**src/rtl/dts_pkg.sv**
```systemverilog
// package of constants for the disk transfer sequencer
package dts_pkg;
  localparam int WORD_W = 12;
  localparam int HOLD_W = 4;
  localparam int TRACKA_PER_WORD = 13;
  localparam int SHIFTS_PER_ADDR = 11;
  localparam logic [3:0] BT_WDE_SET = 4'hC;
  localparam logic [3:0] BT_TRACK_END = 4'hD;
  localparam logic [3:0] BT_WORD_END = 4'hE;
  localparam int ACC_TRK_A = 11;
  localparam int ACC_TRK_B = 10;
  localparam int ACC_TRK_C = 9;
  localparam int MB_MAINT_BIT = 9;
  localparam int CLK_PERIOD_NS = 40;
  localparam int SEARCH_DELAY_NS = 60;
  localparam int WEP_DELAY_NS = 50;
  // least delays round up
  localparam int SEARCH_DELAY_CYC =
    (SEARCH_DELAY_NS + CLK_PERIOD_NS - 1) / CLK_PERIOD_NS;
  localparam int WEP_DELAY_CYC =
    (WEP_DELAY_NS + CLK_PERIOD_NS - 1) / CLK_PERIOD_NS;
  localparam logic [3:0] HOLD_RESET = 4'h0;
endpackage

```
**src/rtl/dts_sequencer.sv**
```systemverilog
// disk transfer sequencer: timing, shift pulses, end of transfer
//
// Local design decisions: the plain strobed port and the register addresses.
`timescale 1ns/10ps
// ****************************************************************
// Overview of operation
// - read overflow pulse comes from host count overflow only in read.
// - direction set by write load, cleared by read load and clear.
// - setting of search flop delayed so first strobe gives no shift.
// - start-clear from reset, power clear or clear command resets logic.
// - data buffer shift pulse on each track-A strobe while connected.
// - track-A strobe is the main timing strobe, thirteen per word.
// - maintenance track generators toggle on generator pulse per acc bit.
// - address bit compared during search only, ignored once connected.
// - end-of-word strobe from track C at bit-time fourteen.
// - end-of-track pulse on track B one at bit-time thirteen in gate.
// - maintenance generator pulse from timing command with mb bit nine.
// - transfer-in-progress set on load; cleared by count end events.
// - done flag set when transfer over and data end pulse occurs.
// - count synchronizer cleared on load, set at zero, toggles in read.
// - write data enable set at bit-time twelve, cleared at fourteen.
// - delayed word end pulse follows word end pulse by two clocks, eighty ns.
// - host data loaded into hold register on write break at T1.
// - write lock error when selected head has its lock switch set.
// - write current only when connected and direction is write.
// - combined error true for late, parity, lock or missing disk.
// - address load from either load command copies accumulator.
// ****************************************************************
module dts_sequencer #(
  parameter int HEADS = 16
) (
  input wire logic clk_i,
  input wire logic reset_i,
  input wire logic power_clear_i,
  input wire logic clear_command_i,
  input wire logic load_address_read_cmd_i,
  input wire logic load_address_write_cmd_i,
  input wire logic maint_timing_cmd_i,
  input wire logic [dts_pkg::WORD_W-1:0] buffered_accumulator_i,
  input wire logic [dts_pkg::WORD_W-1:0] host_buffer_i,
  input wire logic host_count_overflow_pulse_i,
  input wire logic data_end_pulse_i,
  input wire logic break_cycle_i,
  input wire logic host_t1_i,
  input wire logic track_a_i,
  input wire logic track_b_i,
  input wire logic track_c_sense_i,
  input wire logic address_track_bit_i,
  input wire logic address_increment_level_i,
  input wire logic [$clog2(HEADS)-1:0] extended_address_i,
  input wire logic [HEADS-1:0] write_lock_switch_i,
  input wire logic data_late_error_i,
  input wire logic parity_error_i,
  input wire logic missing_disk_error_i,
  input wire logic data_transfer_connected_i,
  input wire logic disk_serial_bit_i,
  output logic [dts_pkg::WORD_W-1:0] disk_address_o,
  output logic [dts_pkg::WORD_W-1:0] disk_data_buffer_o,
  output logic [dts_pkg::WORD_W-1:0] buffer_hold_register_o,
  output logic direction_write_o,
  output logic address_search_ff_o,
  output logic address_shift_pulse_o,
  output logic data_buffer_shift_pulse_o,
  output logic word_end_pulse_o,
  output logic word_end_pulse_delayed_o,
  output logic word_end_strobe_c_o,
  output logic end_of_track_pulse_o,
  output logic write_data_enable_ff_o,
  output logic read_overflow_pulse_o,
  output logic transfer_in_progress_o,
  output logic count_synchronizer_o,
  output logic transfer_done_flag_o,
  output logic data_request_enable_o,
  output logic address_match_o,
  output logic maint_generator_pulse_o,
  output logic maint_track_a_gen_o,
  output logic maint_track_b_gen_o,
  output logic maint_track_c_gen_o,
  output logic write_lock_error_o,
  output logic write_current_enable_o,
  output logic error_o,
  output logic write_parity_o,
  output logic [3:0] bit_time_o
);
  import dts_pkg::*;

  initial begin
    if (HEADS < 2 || HEADS > 256) begin
      $error("HEADS out of range");
    end
  end

  // ****************************************************************
  // pin synchronisers
  // ****************************************************************
  logic [1:0] ta_s_r, tb_s_r, tc_s_r, tbh_s_r;
  logic ta_d_r, tc_d_r;
  logic ta_rise, tc_rise;

  always_ff @(posedge clk_i) begin
    if (reset_i) begin
      ta_s_r <= 2'h0;
      tb_s_r <= 2'h0;
      tc_s_r <= 2'h0;
      tbh_s_r <= 2'h0;
      ta_d_r <= 1'h0;
      tc_d_r <= 1'h0;
    end else begin
      ta_s_r <= {ta_s_r[0], track_a_i};
      tb_s_r <= {tb_s_r[0], track_b_i};
      tc_s_r <= {tc_s_r[0], track_c_sense_i};
      tbh_s_r <= {tbh_s_r[0], address_track_bit_i};
      ta_d_r <= ta_s_r[1];
      tc_d_r <= tc_s_r[1];
    end
  end

  assign ta_rise = ta_s_r[1] & ~ta_d_r;
  assign tc_rise = tc_s_r[1] & ~tc_d_r;

  // ****************************************************************
  // start clear and commands
  // ****************************************************************
  logic start_clear;
  logic address_load_pulse;
  assign start_clear = reset_i | power_clear_i | clear_command_i;
  assign address_load_pulse =
    load_address_read_cmd_i | load_address_write_cmd_i;

  // ****************************************************************
  // bit-time counter: track-A strobes, aligned by track C
  // ****************************************************************
  logic [3:0] bit_time_r;
  always_ff @(posedge clk_i) begin
    if (start_clear) begin
      bit_time_r <= 4'h0;
    end else if (tc_rise) begin
      bit_time_r <= 4'h0;
    end else if (ta_rise && bit_time_r != BT_WORD_END) begin
      bit_time_r <= bit_time_r + 4'h1;
    end
  end
  assign bit_time_o = bit_time_r;

  // a strobe moving the count k to k+1 is bit-time k+1; track C is the next
  logic word_end;
  assign word_end = tc_rise && bit_time_r == BT_WORD_END - 4'h1;

  always_ff @(posedge clk_i) begin
    if (start_clear) begin
      word_end_strobe_c_o <= 1'h0;
      word_end_pulse_o <= 1'h0;
      end_of_track_pulse_o <= 1'h0;
    end else begin
      word_end_strobe_c_o <= word_end;
      word_end_pulse_o <= word_end;
      end_of_track_pulse_o <= ta_rise &&
        bit_time_r == BT_TRACK_END - 4'h1 &&
        tb_s_r[1] && write_data_enable_ff_o;
    end
  end

  // delayed word end pulse
  logic [WEP_DELAY_CYC-1:0] wep_dly_r;
  always_ff @(posedge clk_i) begin
    if (start_clear) begin
      wep_dly_r <= '0;
    end else begin
      wep_dly_r <= {wep_dly_r[WEP_DELAY_CYC-2:0],
                    word_end_pulse_o};
    end
  end
  assign word_end_pulse_delayed_o = wep_dly_r[WEP_DELAY_CYC-1];

  // ****************************************************************
  // write data enable and parity gating
  // ****************************************************************
  always_ff @(posedge clk_i) begin
    if (start_clear) begin
      write_data_enable_ff_o <= 1'h0;
    end else if (word_end_pulse_o) begin
      write_data_enable_ff_o <= 1'h0;
    end else if (ta_rise && bit_time_r == BT_WDE_SET - 4'h1) begin
      write_data_enable_ff_o <= 1'h1;
    end
  end
  assign write_parity_o = write_data_enable_ff_o & write_current_enable_o;

  // ****************************************************************
  // direction, address register, search
  // ****************************************************************
  always_ff @(posedge clk_i) begin
    if (start_clear) begin
      direction_write_o <= 1'h0;
    end else if (load_address_write_cmd_i) begin
      direction_write_o <= 1'h1;
    end else if (load_address_read_cmd_i) begin
      direction_write_o <= 1'h0;
    end
  end

  always_ff @(posedge clk_i) begin
    if (start_clear) begin
      disk_address_o <= '0;
    end else if (address_load_pulse) begin
      disk_address_o <= buffered_accumulator_i;
    end else if (address_shift_pulse_o) begin
      disk_address_o <= {disk_address_o[WORD_W-2:0],
                         address_increment_level_i};
    end
  end

  // first strobe sets a pending flag; search takes effect after delay
  logic [SEARCH_DELAY_CYC-1:0] sad_dly_r;
  logic first_strobe;
  assign first_strobe = ta_rise && bit_time_r == 4'h0;
  always_ff @(posedge clk_i) begin
    if (start_clear) begin
      sad_dly_r <= '0;
    end else begin
      sad_dly_r <= {sad_dly_r[SEARCH_DELAY_CYC-2:0],
                    first_strobe && !address_search_ff_o &&
                    data_request_enable_o};
    end
  end

  always_ff @(posedge clk_i) begin
    if (start_clear) begin
      address_search_ff_o <= 1'h0;
    end else if (write_data_enable_ff_o) begin
      address_search_ff_o <= 1'h0;
    end else if (sad_dly_r[SEARCH_DELAY_CYC-1]) begin
      address_search_ff_o <= 1'h1;
    end
  end

  always_ff @(posedge clk_i) begin
    if (start_clear) begin
      address_shift_pulse_o <= 1'h0;
      data_buffer_shift_pulse_o <= 1'h0;
    end else begin
      address_shift_pulse_o <= ta_rise & address_search_ff_o;
      data_buffer_shift_pulse_o <=
        ta_rise & data_transfer_connected_i;
    end
  end

  // address compare, gated off once connected
  always_ff @(posedge clk_i) begin
    if (start_clear || address_load_pulse) begin
      address_match_o <= 1'h1;
    end else if (address_shift_pulse_o && !data_transfer_connected_i &&
                 tbh_s_r[1] != address_increment_level_i) begin
      address_match_o <= 1'h0;
    end
  end

  // ****************************************************************
  // data buffer and hold register
  // ****************************************************************
  logic buffer_load_pulse;
  logic write_hold_load_pulse;
  assign buffer_load_pulse =
    word_end_pulse_o & data_transfer_connected_i & direction_write_o;
  assign write_hold_load_pulse =
    direction_write_o & break_cycle_i & host_t1_i;

  always_ff @(posedge clk_i) begin
    if (start_clear) begin
      disk_data_buffer_o <= '0;
    end else if (buffer_load_pulse) begin
      disk_data_buffer_o <= buffer_hold_register_o;
    end else if (data_buffer_shift_pulse_o) begin
      disk_data_buffer_o <= {disk_data_buffer_o[WORD_W-2:0],
                             disk_serial_bit_i};
    end
  end

  always_ff @(posedge clk_i) begin
    if (start_clear) begin
      buffer_hold_register_o <= '0;
    end else if (write_hold_load_pulse) begin
      buffer_hold_register_o <= host_buffer_i;
    end else if (!direction_write_o && word_end_pulse_o &&
                 data_transfer_connected_i) begin
      buffer_hold_register_o <= disk_data_buffer_o;
    end
  end

  // ****************************************************************
  // word count and end of transfer
  // ****************************************************************
  assign read_overflow_pulse_o =
    host_count_overflow_pulse_i & ~direction_write_o;

  always_ff @(posedge clk_i) begin
    if (start_clear || address_load_pulse) begin
      count_synchronizer_o <= 1'h0;
    end else if (read_overflow_pulse_o) begin
      count_synchronizer_o <= ~count_synchronizer_o;
    end else if (host_count_overflow_pulse_i) begin
      count_synchronizer_o <= 1'h1;
    end
  end

  always_ff @(posedge clk_i) begin
    if (start_clear) begin
      transfer_in_progress_o <= 1'h0;
    end else if (address_load_pulse) begin
      transfer_in_progress_o <= 1'h1;
    end else if (read_overflow_pulse_o) begin
      transfer_in_progress_o <= ~transfer_in_progress_o;
    end else if (buffer_load_pulse && count_synchronizer_o) begin
      transfer_in_progress_o <= 1'h0;
    end
  end

  always_ff @(posedge clk_i) begin
    if (start_clear || address_load_pulse) begin
      transfer_done_flag_o <= 1'h0;
    end else if (!transfer_in_progress_o && data_end_pulse_i) begin
      transfer_done_flag_o <= 1'h1;
    end
  end

  // ****************************************************************
  // sixteen-word request holdoff
  // ****************************************************************
  logic request_synchronizer_r;
  logic [HOLD_W-1:0] holdoff_r;
  logic holdoff_count_bit3;
  assign holdoff_count_bit3 = holdoff_r[HOLD_W-1];

  always_ff @(posedge clk_i) begin
    if (start_clear) begin
      holdoff_r <= HOLD_RESET;
    end else if (word_end_pulse_o && request_synchronizer_r) begin
      holdoff_r <= holdoff_r + 4'h1;
    end
  end

  always_ff @(posedge clk_i) begin
    if (start_clear) begin
      request_synchronizer_r <= 1'h0;
      data_request_enable_o <= 1'h0;
    end else if (address_load_pulse) begin
      request_synchronizer_r <= 1'h1;
      data_request_enable_o <= 1'h0;
    end else if (word_end_pulse_o && request_synchronizer_r &&
                 holdoff_count_bit3 && holdoff_r[2:0] == 3'h7) begin
      request_synchronizer_r <= 1'h0;
      data_request_enable_o <= 1'h1;
    end
  end

  // ****************************************************************
  // maintenance track generators
  // ****************************************************************
  assign maint_generator_pulse_o =
    maint_timing_cmd_i & host_buffer_i[MB_MAINT_BIT];

  always_ff @(posedge clk_i) begin
    if (start_clear) begin
      maint_track_a_gen_o <= 1'h0;
      maint_track_b_gen_o <= 1'h0;
      maint_track_c_gen_o <= 1'h0;
    end else if (maint_generator_pulse_o) begin
      maint_track_a_gen_o <=
        maint_track_a_gen_o ^ buffered_accumulator_i[ACC_TRK_A];
      maint_track_b_gen_o <=
        maint_track_b_gen_o ^ buffered_accumulator_i[ACC_TRK_B];
      maint_track_c_gen_o <=
        maint_track_c_gen_o ^ buffered_accumulator_i[ACC_TRK_C];
    end
  end

  // ****************************************************************
  // write gating and errors
  // ****************************************************************
  assign write_lock_error_o =
    write_lock_switch_i[extended_address_i];
  assign write_current_enable_o =
    data_transfer_connected_i & direction_write_o;
  assign error_o = data_late_error_i | parity_error_i |
    write_lock_error_o | missing_disk_error_i;

  // ****************************************************************
  // assertions
  // ****************************************************************
  read_overflow_pulse_dir_a: assert property (@(posedge clk_i) disable iff (reset_i)
    read_overflow_pulse_o |-> !direction_write_o)
    else $error("read overflow during write");
  dir_load_a: assert property (@(posedge clk_i) disable iff (reset_i)
    load_address_write_cmd_i && !start_clear |=> direction_write_o)
    else $error("direction not set by write load");
  search_delay_a: assert property (@(posedge clk_i)
    disable iff (reset_i)
    first_strobe |=> !address_shift_pulse_o)
    else $error("shift on first strobe");
  shift_pulse_a: assert property (@(posedge clk_i)
    disable iff (reset_i)
    address_shift_pulse_o |=> !address_shift_pulse_o)
    else $error("shift pulse longer than one cycle");
  wep_delay_a: assert property (@(posedge clk_i)
    disable iff (start_clear)
    word_end_pulse_o |-> ##2 word_end_pulse_delayed_o)
    else $error("delayed word end missing");
  wde_clear_a: assert property (@(posedge clk_i)
    disable iff (start_clear)
    word_end_pulse_o |=> !write_data_enable_ff_o)
    else $error("write enable not cleared at word end");
  done_flag_a: assert property (@(posedge clk_i)
    disable iff (start_clear)
    !transfer_in_progress_o && data_end_pulse_i && !address_load_pulse
    |=> transfer_done_flag_o)
    else $error("done flag not set");
  wte_gate_a: assert property (@(posedge clk_i) disable iff (reset_i)
    write_current_enable_o |-> direction_write_o)
    else $error("write current in read");
  maint_clear_a: assert property (@(posedge clk_i)
    start_clear |=> !maint_track_a_gen_o && !maint_track_c_gen_o)
    else $error("maintenance generators not cleared");
endmodule

```
**config.mk**
```make
export PLATFORM = sky130hd
export DESIGN_NAME = dts_sequencer
export DESIGN_NICKNAME = d
export VERILOG_FILES = /design/src/rtl/dts_pkg.sv /design/src/rtl/dts_sequencer.sv
export SDC_FILE = /design/constraint.sdc
export NUM_CORES = 1
export LEC_CHECK = 0
export ABC_AREA = 1
export BUFFER_PORTS_ARGS = -buffer_cell sky130_fd_sc_hd__buf_4
export CORE_MARGIN = 2
export CORE_UTILIZATION = 35
export CTS_BUF_LIST = sky130_fd_sc_hd__clkbuf_16
export DETAILED_ROUTE_END_ITERATION = 6
export HOLD_SLACK_MARGIN = 0.05
export SYNTH_ARGS = -nofsm -noshare
export SYNTH_HDL_FRONTEND = slang
export SYNTH_SLANG_ARGS = --single-unit
```
**constraint.sdc**
```tcl
create_clock -name clk_i -period 1.4 [get_ports clk_i]
set_input_delay 0.07 -clock clk_i [delete_from_list [all_inputs] [get_ports clk_i]]
set_output_delay 0.07 -clock clk_i [all_outputs]
set_load 0.005 [all_outputs]
```
; ---- Word-level counts from Yosys, hierarchy flattened
; Index checks and enable logic that the tools add are counted.
[totals]
regBits = 74
latchBits = 0
ramBits = 0
romBits = 0
in_bits = 65
output_inout_bits = 63
memories = 0
[op_classes]
add_sub_neg = 2
mul = 0
div_mod_pow = 0
n_lt_le_gt_ge = 1
n_eq_ne = 6
shifts = 0
muxes = 17
bitwise_logic = 26
reduce_logical = 35
[op_table]
columns = cell, n
row1 = 12-bit two-way mux, 6
row2 = 1-bit logical AND, 18
row3 = 1-bit bitwise AND, 12
row4 = "4-bit equality test, second input constant", 3
row5 = 2-bit nonzero test, 6
row6 = 1-bit two-way mux, 10
row7 = "4-bit by 1-bit adder with 4-bit output, second input constant", 2
row8 = 2-bit OR reduction, 4
row9 = 1-bit OR, 6
row10 = "4-bit by 5-bit < comparator with 1-bit output, second input constant", 1
row11 = 1-bit NOT, 5
row12 = 1-bit binary-select mux with 4-bit select, 1
row13 = 1-bit logical NOT, 4
row14 = 4-bit logical NOT, 1
row15 = "4-bit != test, second input constant", 1
row16 = "3-bit equality test, second input constant", 1
row17 = 3-bit nonzero test, 1
row18 = 1-bit bitwise XOR, 3
row19 = 1-bit logical OR, 1
row20 = 1-bit != test, 1

; ---- Depth between registers and ports, before layout
[depth]
depth_word = 6
ltp_mapped = 8
depth_no_buf = 8

; ---- Worst setup path after synthesis
; No wires, ideal clock.
[synth_timing]
path_type = register -> register
from = register bit_time_r[0], in the netlist bit_time_o[0]
to = register bit_time_r[2], in the netlist bit_time_o[2]
setup_ns = 0.066
arrival_time_ns = 1.091
required_time_ns = 1.334
slack_ns = 0.243
stages_incl_launch_ff = 9
n_path_buf = 0
path_cell_list = dfxtp_1 inv_1 ha_1 inv_1 o21ai_2 inv_2 nand3_1 nand2_1 a21oi_2
[synth_via]
elab_chain_len = 2
[synth_rtl]
columns = item, line
row1 = "start, declared", dts_sequencer.sv:133  ; logic [3:0] bit_time_r;
row2 = "start signal, assigned", dts_sequencer.sv:140  ; bit_time_r <= bit_time_r + 4'h1;
row3 = branches (longest 2 deep; another with 4-bit by 1-bit adder with 4-bit output), n/a
; Several ways; the timed one is not identified.
; A chain may end at the register's enable or synchronous reset.

; ---- Final worst setup path
; Same ends and word-level chain as after synthesis.

==> impl_results.md <==
- Post-DP HPWL: 6603 µm
- First-pass GRT wire length: approximately 15000 µm
- Final Instance Count excl. Fillers: ~700
- DR DRC count: 0
- Crit end category: flip-flop
- Clock sinks: 74
- Critical path fanouts, max: 6
- Fin crit period: 1.254 ns
- FILL cells: slightly below 900
- Post-synthesis compound-gate area fraction: ~18%
- Grt ovf: 0
- Area growth syn-to-layout: 53.34%
- Design Area, Final: 5000 µm²
- Starting DRT DRC Count: 185
- Post-Route WL: 9434 µm
- Worst-skew pair later-pin latency: 0.33 ns
- Row cnt: 35
- TritonCTS Buffers: 9
- Vias in the first global route: approximately 3300
- Post-Synth Adder-Cell Area: 2.302%
- Sequential area share after synthesis: a little under half
- Proportion of synthesized area in mux cells: 0%
- Final WS setup: approximately 0.15 ns
- Period utilization: between 80% and 90%
- Max Freq: around 0.8 GHz
- Lkg Pwr: between 2 and 2.5 nW
- Most common cell after layout, fill and taps aside: buf_4
- Core area: 9153 µm²
- Simple-gate share of the synthesized area: 22.91%
- Worst hold-check path type: in2reg
- Dpl cell area: about 4300 µm²
- Clock slew seen by the registers of the worst setup and hold paths: approximately 0.050 ns
- Tot Pwr: approximately 0.0054 W
- Worst VDD drop: about 750 µV
- Antenna viol nets, final: 0
- DRT Pass-1 Iters: 5
- Slowest stage delay, CP: between 0.3 and 0.4 ns
- Place WS: roughly 0.08 ns
- Vias per cell: between 4 and 5
- Yosys Warn Count: 0
- Post-layout nets: roughly 670
- Critical path class: reg2reg
- Mean post-synth cell area: about 7.4 µm²
- Combinational family with the most area after synthesis: simple AND/OR/NAND/NOR gates
- PwrDens: between 1000 and 1500 nW/µm²
- Placer Congestion: roughly 0.8
- Worst hold stages: 3
- Cell Chain, Critical Path: inv_1 -> ha_1 -> inv_1 -> o21ai_4 -> inv_2 -> nand3_1 -> nand2_1 -> a21oi_2
- Fin util: 54.63%
- Status: finished clean
- CP arrival: around 1.5 ns
- Top Ports: between 100 and 150
- Net Count, Synth: around 510
- Slowest CP cell: dfxtp_2
- Fin Clk Skew: about 0.0088 ns
- Startpoint types: flip-flop
- CTS tree: built
- GR Util All Layers: 18.84%
- WL per Instance: between 10 and 15 µm
- Dpl cells: approximately 670
- Relative slew slack: 69.43%
- Clock buffer depth: 2
- Layout cell share with drive strength beyond 1: between 20% and 30%
- Worst Max-Slew Pin Slew: 0.4585 ns
- Die Wd: 100.5 µm
- Endpoints failing setup: 0
- Most frequent CP cell: inv_1
- Yosys cell types: 31
- R2R cell count: 8
- Post-Synth XOR/XNOR Area: 0.5372%
- WP data required: about 1.7 ns
- Starting Density: ~36%
- Die Y: 100.5 µm
- Die ar.: around 10000 µm²
- RSZ-0062 raised after global routing: true
- CTS H-tree lvls: 3
- MaxCap Viol Count: 0
- Largest net degree at the start of global routing: 42
- IO Port Bufs: 127
- Synth Register Bits: between 70 and 80
- Root buf cell: clkbuf_16
- Initial antenna violation count: 0
- Max Slew Vio Count: 0
- Cells after Synth: approximately 440
- # diodes: 0
- Most frequent cells in the layout: 137 x buf_4, 81 x nand2_1, 72 x dfxtp_1
- Post-Syn Area: roughly 3300 µm²
- Hold Fails Final Rpt: 0
- Total vias in the final route: about 3400
[worst paths after layout]
| kind | startpoint | slack, ns | to |
|---|---|---|---|
| worst max register to register | bit_time_o[0] | 0.15 | bit_time_o[2] |
| worst max-delay path | bit_time_o[0] | 0.15 | bit_time_o[2] |
| worst min-delay path | disk_serial_bit_i | 0.05 | disk_data_buffer_o[0] |
| worst min register to register | sad_dly_r[0] | 0.41 | sad_dly_r[1] |
[Yosys cell counts (all sizes together)]
cell type / count / area, µm²
nand3b: 1 / 7.510
a21oi: 46 / 241.5
nand2: 83 / 316.6
nor4: 2 / 12.51
clkinv: 1 / 3.750
nor3: 5 / 25.02
nor4b: 1 / 8.760
o21ai: 40 / 204.0
nor2: 34 / 142.6
ha: 6 / 75.07
inv: 63 / 236.5
buf: 12 / 96.33
nand3: 41 / 215.2
a31oi: 13 / 81.33
a211oi: 5 / 37.54
dfxtp: 74 / 1481
o211ai: 1 / 7.510
xor2: 1 / 8.760
nand4: 3 / 18.77
clkbuf: 8 / 31.28
xnor2: 1 / 8.760
[worst max-delay path, delay by kind of cell, from the launching register on]
kind | cells | cell delay [ns]
flops | 1 | 0.34
compound gates | 2 | 0.31
buf+inv | 3 | 0.25
simple gates | 2 | 0.14
fa+ha+maj | 1 | 0.16
[layout make-up]
cell class                      count  area (µm²)  area share (%)
Multi-Input combinational cell    283        1419           28.38
Tap cell                          111       138.9           2.778
Clock inverter                      7       141.4           2.828
Inverter                           64       242.7           4.855
Sequential cell                    74        1484           29.68
Clock buffer                        9       225.2           4.505
Timing Repair Buffer              169        1349           26.98
[cells by family (layout without fill, tap and decap cells)]
kind of cell / after synthesis / count (layout)
buffers and inverters: 84 / 249
AO/OA/AOI/OAI: 105 / 105
flip-flops: 74 / 74
adder cells (fa/ha/maj): 6 / 6
AND/OR/NAND/NOR: 170 / 170
XOR/XNOR: 2 / 2
[power breakdown]
part | switching (W) | internal (W)
logic | 0.000182 | 0.000251
clock network | 0.000877 | 0.00192
registers | 0.0000185 | 0.00214
total | 0.00108 | 0.00431
[through the flow]
stage                     TNS [ns]  hold WS (ns)
after CTS                        0       0.05200
after floorplan                  0        0.1770
after global placement           0        0.2703
after detailed placement         0        0.2777
final                            0       0.04712
after global routing      -0.01186       0.06775
[state kept, by name, indices dropped and copies added (netlist names), 2 cells and up]
| signal | count |
|---|---|
| sad_dly_r | 2 |
| tb_s_r | 2 |
| tc_s_r | 2 |
| disk_address_o | 12 |
| wep_dly_r | 2 |
| holdoff_r | 4 |
| ta_s_r | 2 |
| buffer_hold_register_o | 12 |
| disk_data_buffer_o | 12 |
| tbh_s_r | 2 |
| bit_time_o | 4 |
[routing by layer]
metal  GRT usage (%)  part of all wire [%]
met1           23.73                    45
met2           31.65                    49
met3           2.982                   5.1
met4           8.746                   1.3
met5               0                     0
[timing repair]
action,CTS,global route
endpoints found under the setup margin,0,14
setup buffers,0,0
resized for setup,0,5
hold buffers,32,0
endpoints found under the hold margin,32,0
(Power assumes the default switching activity.)
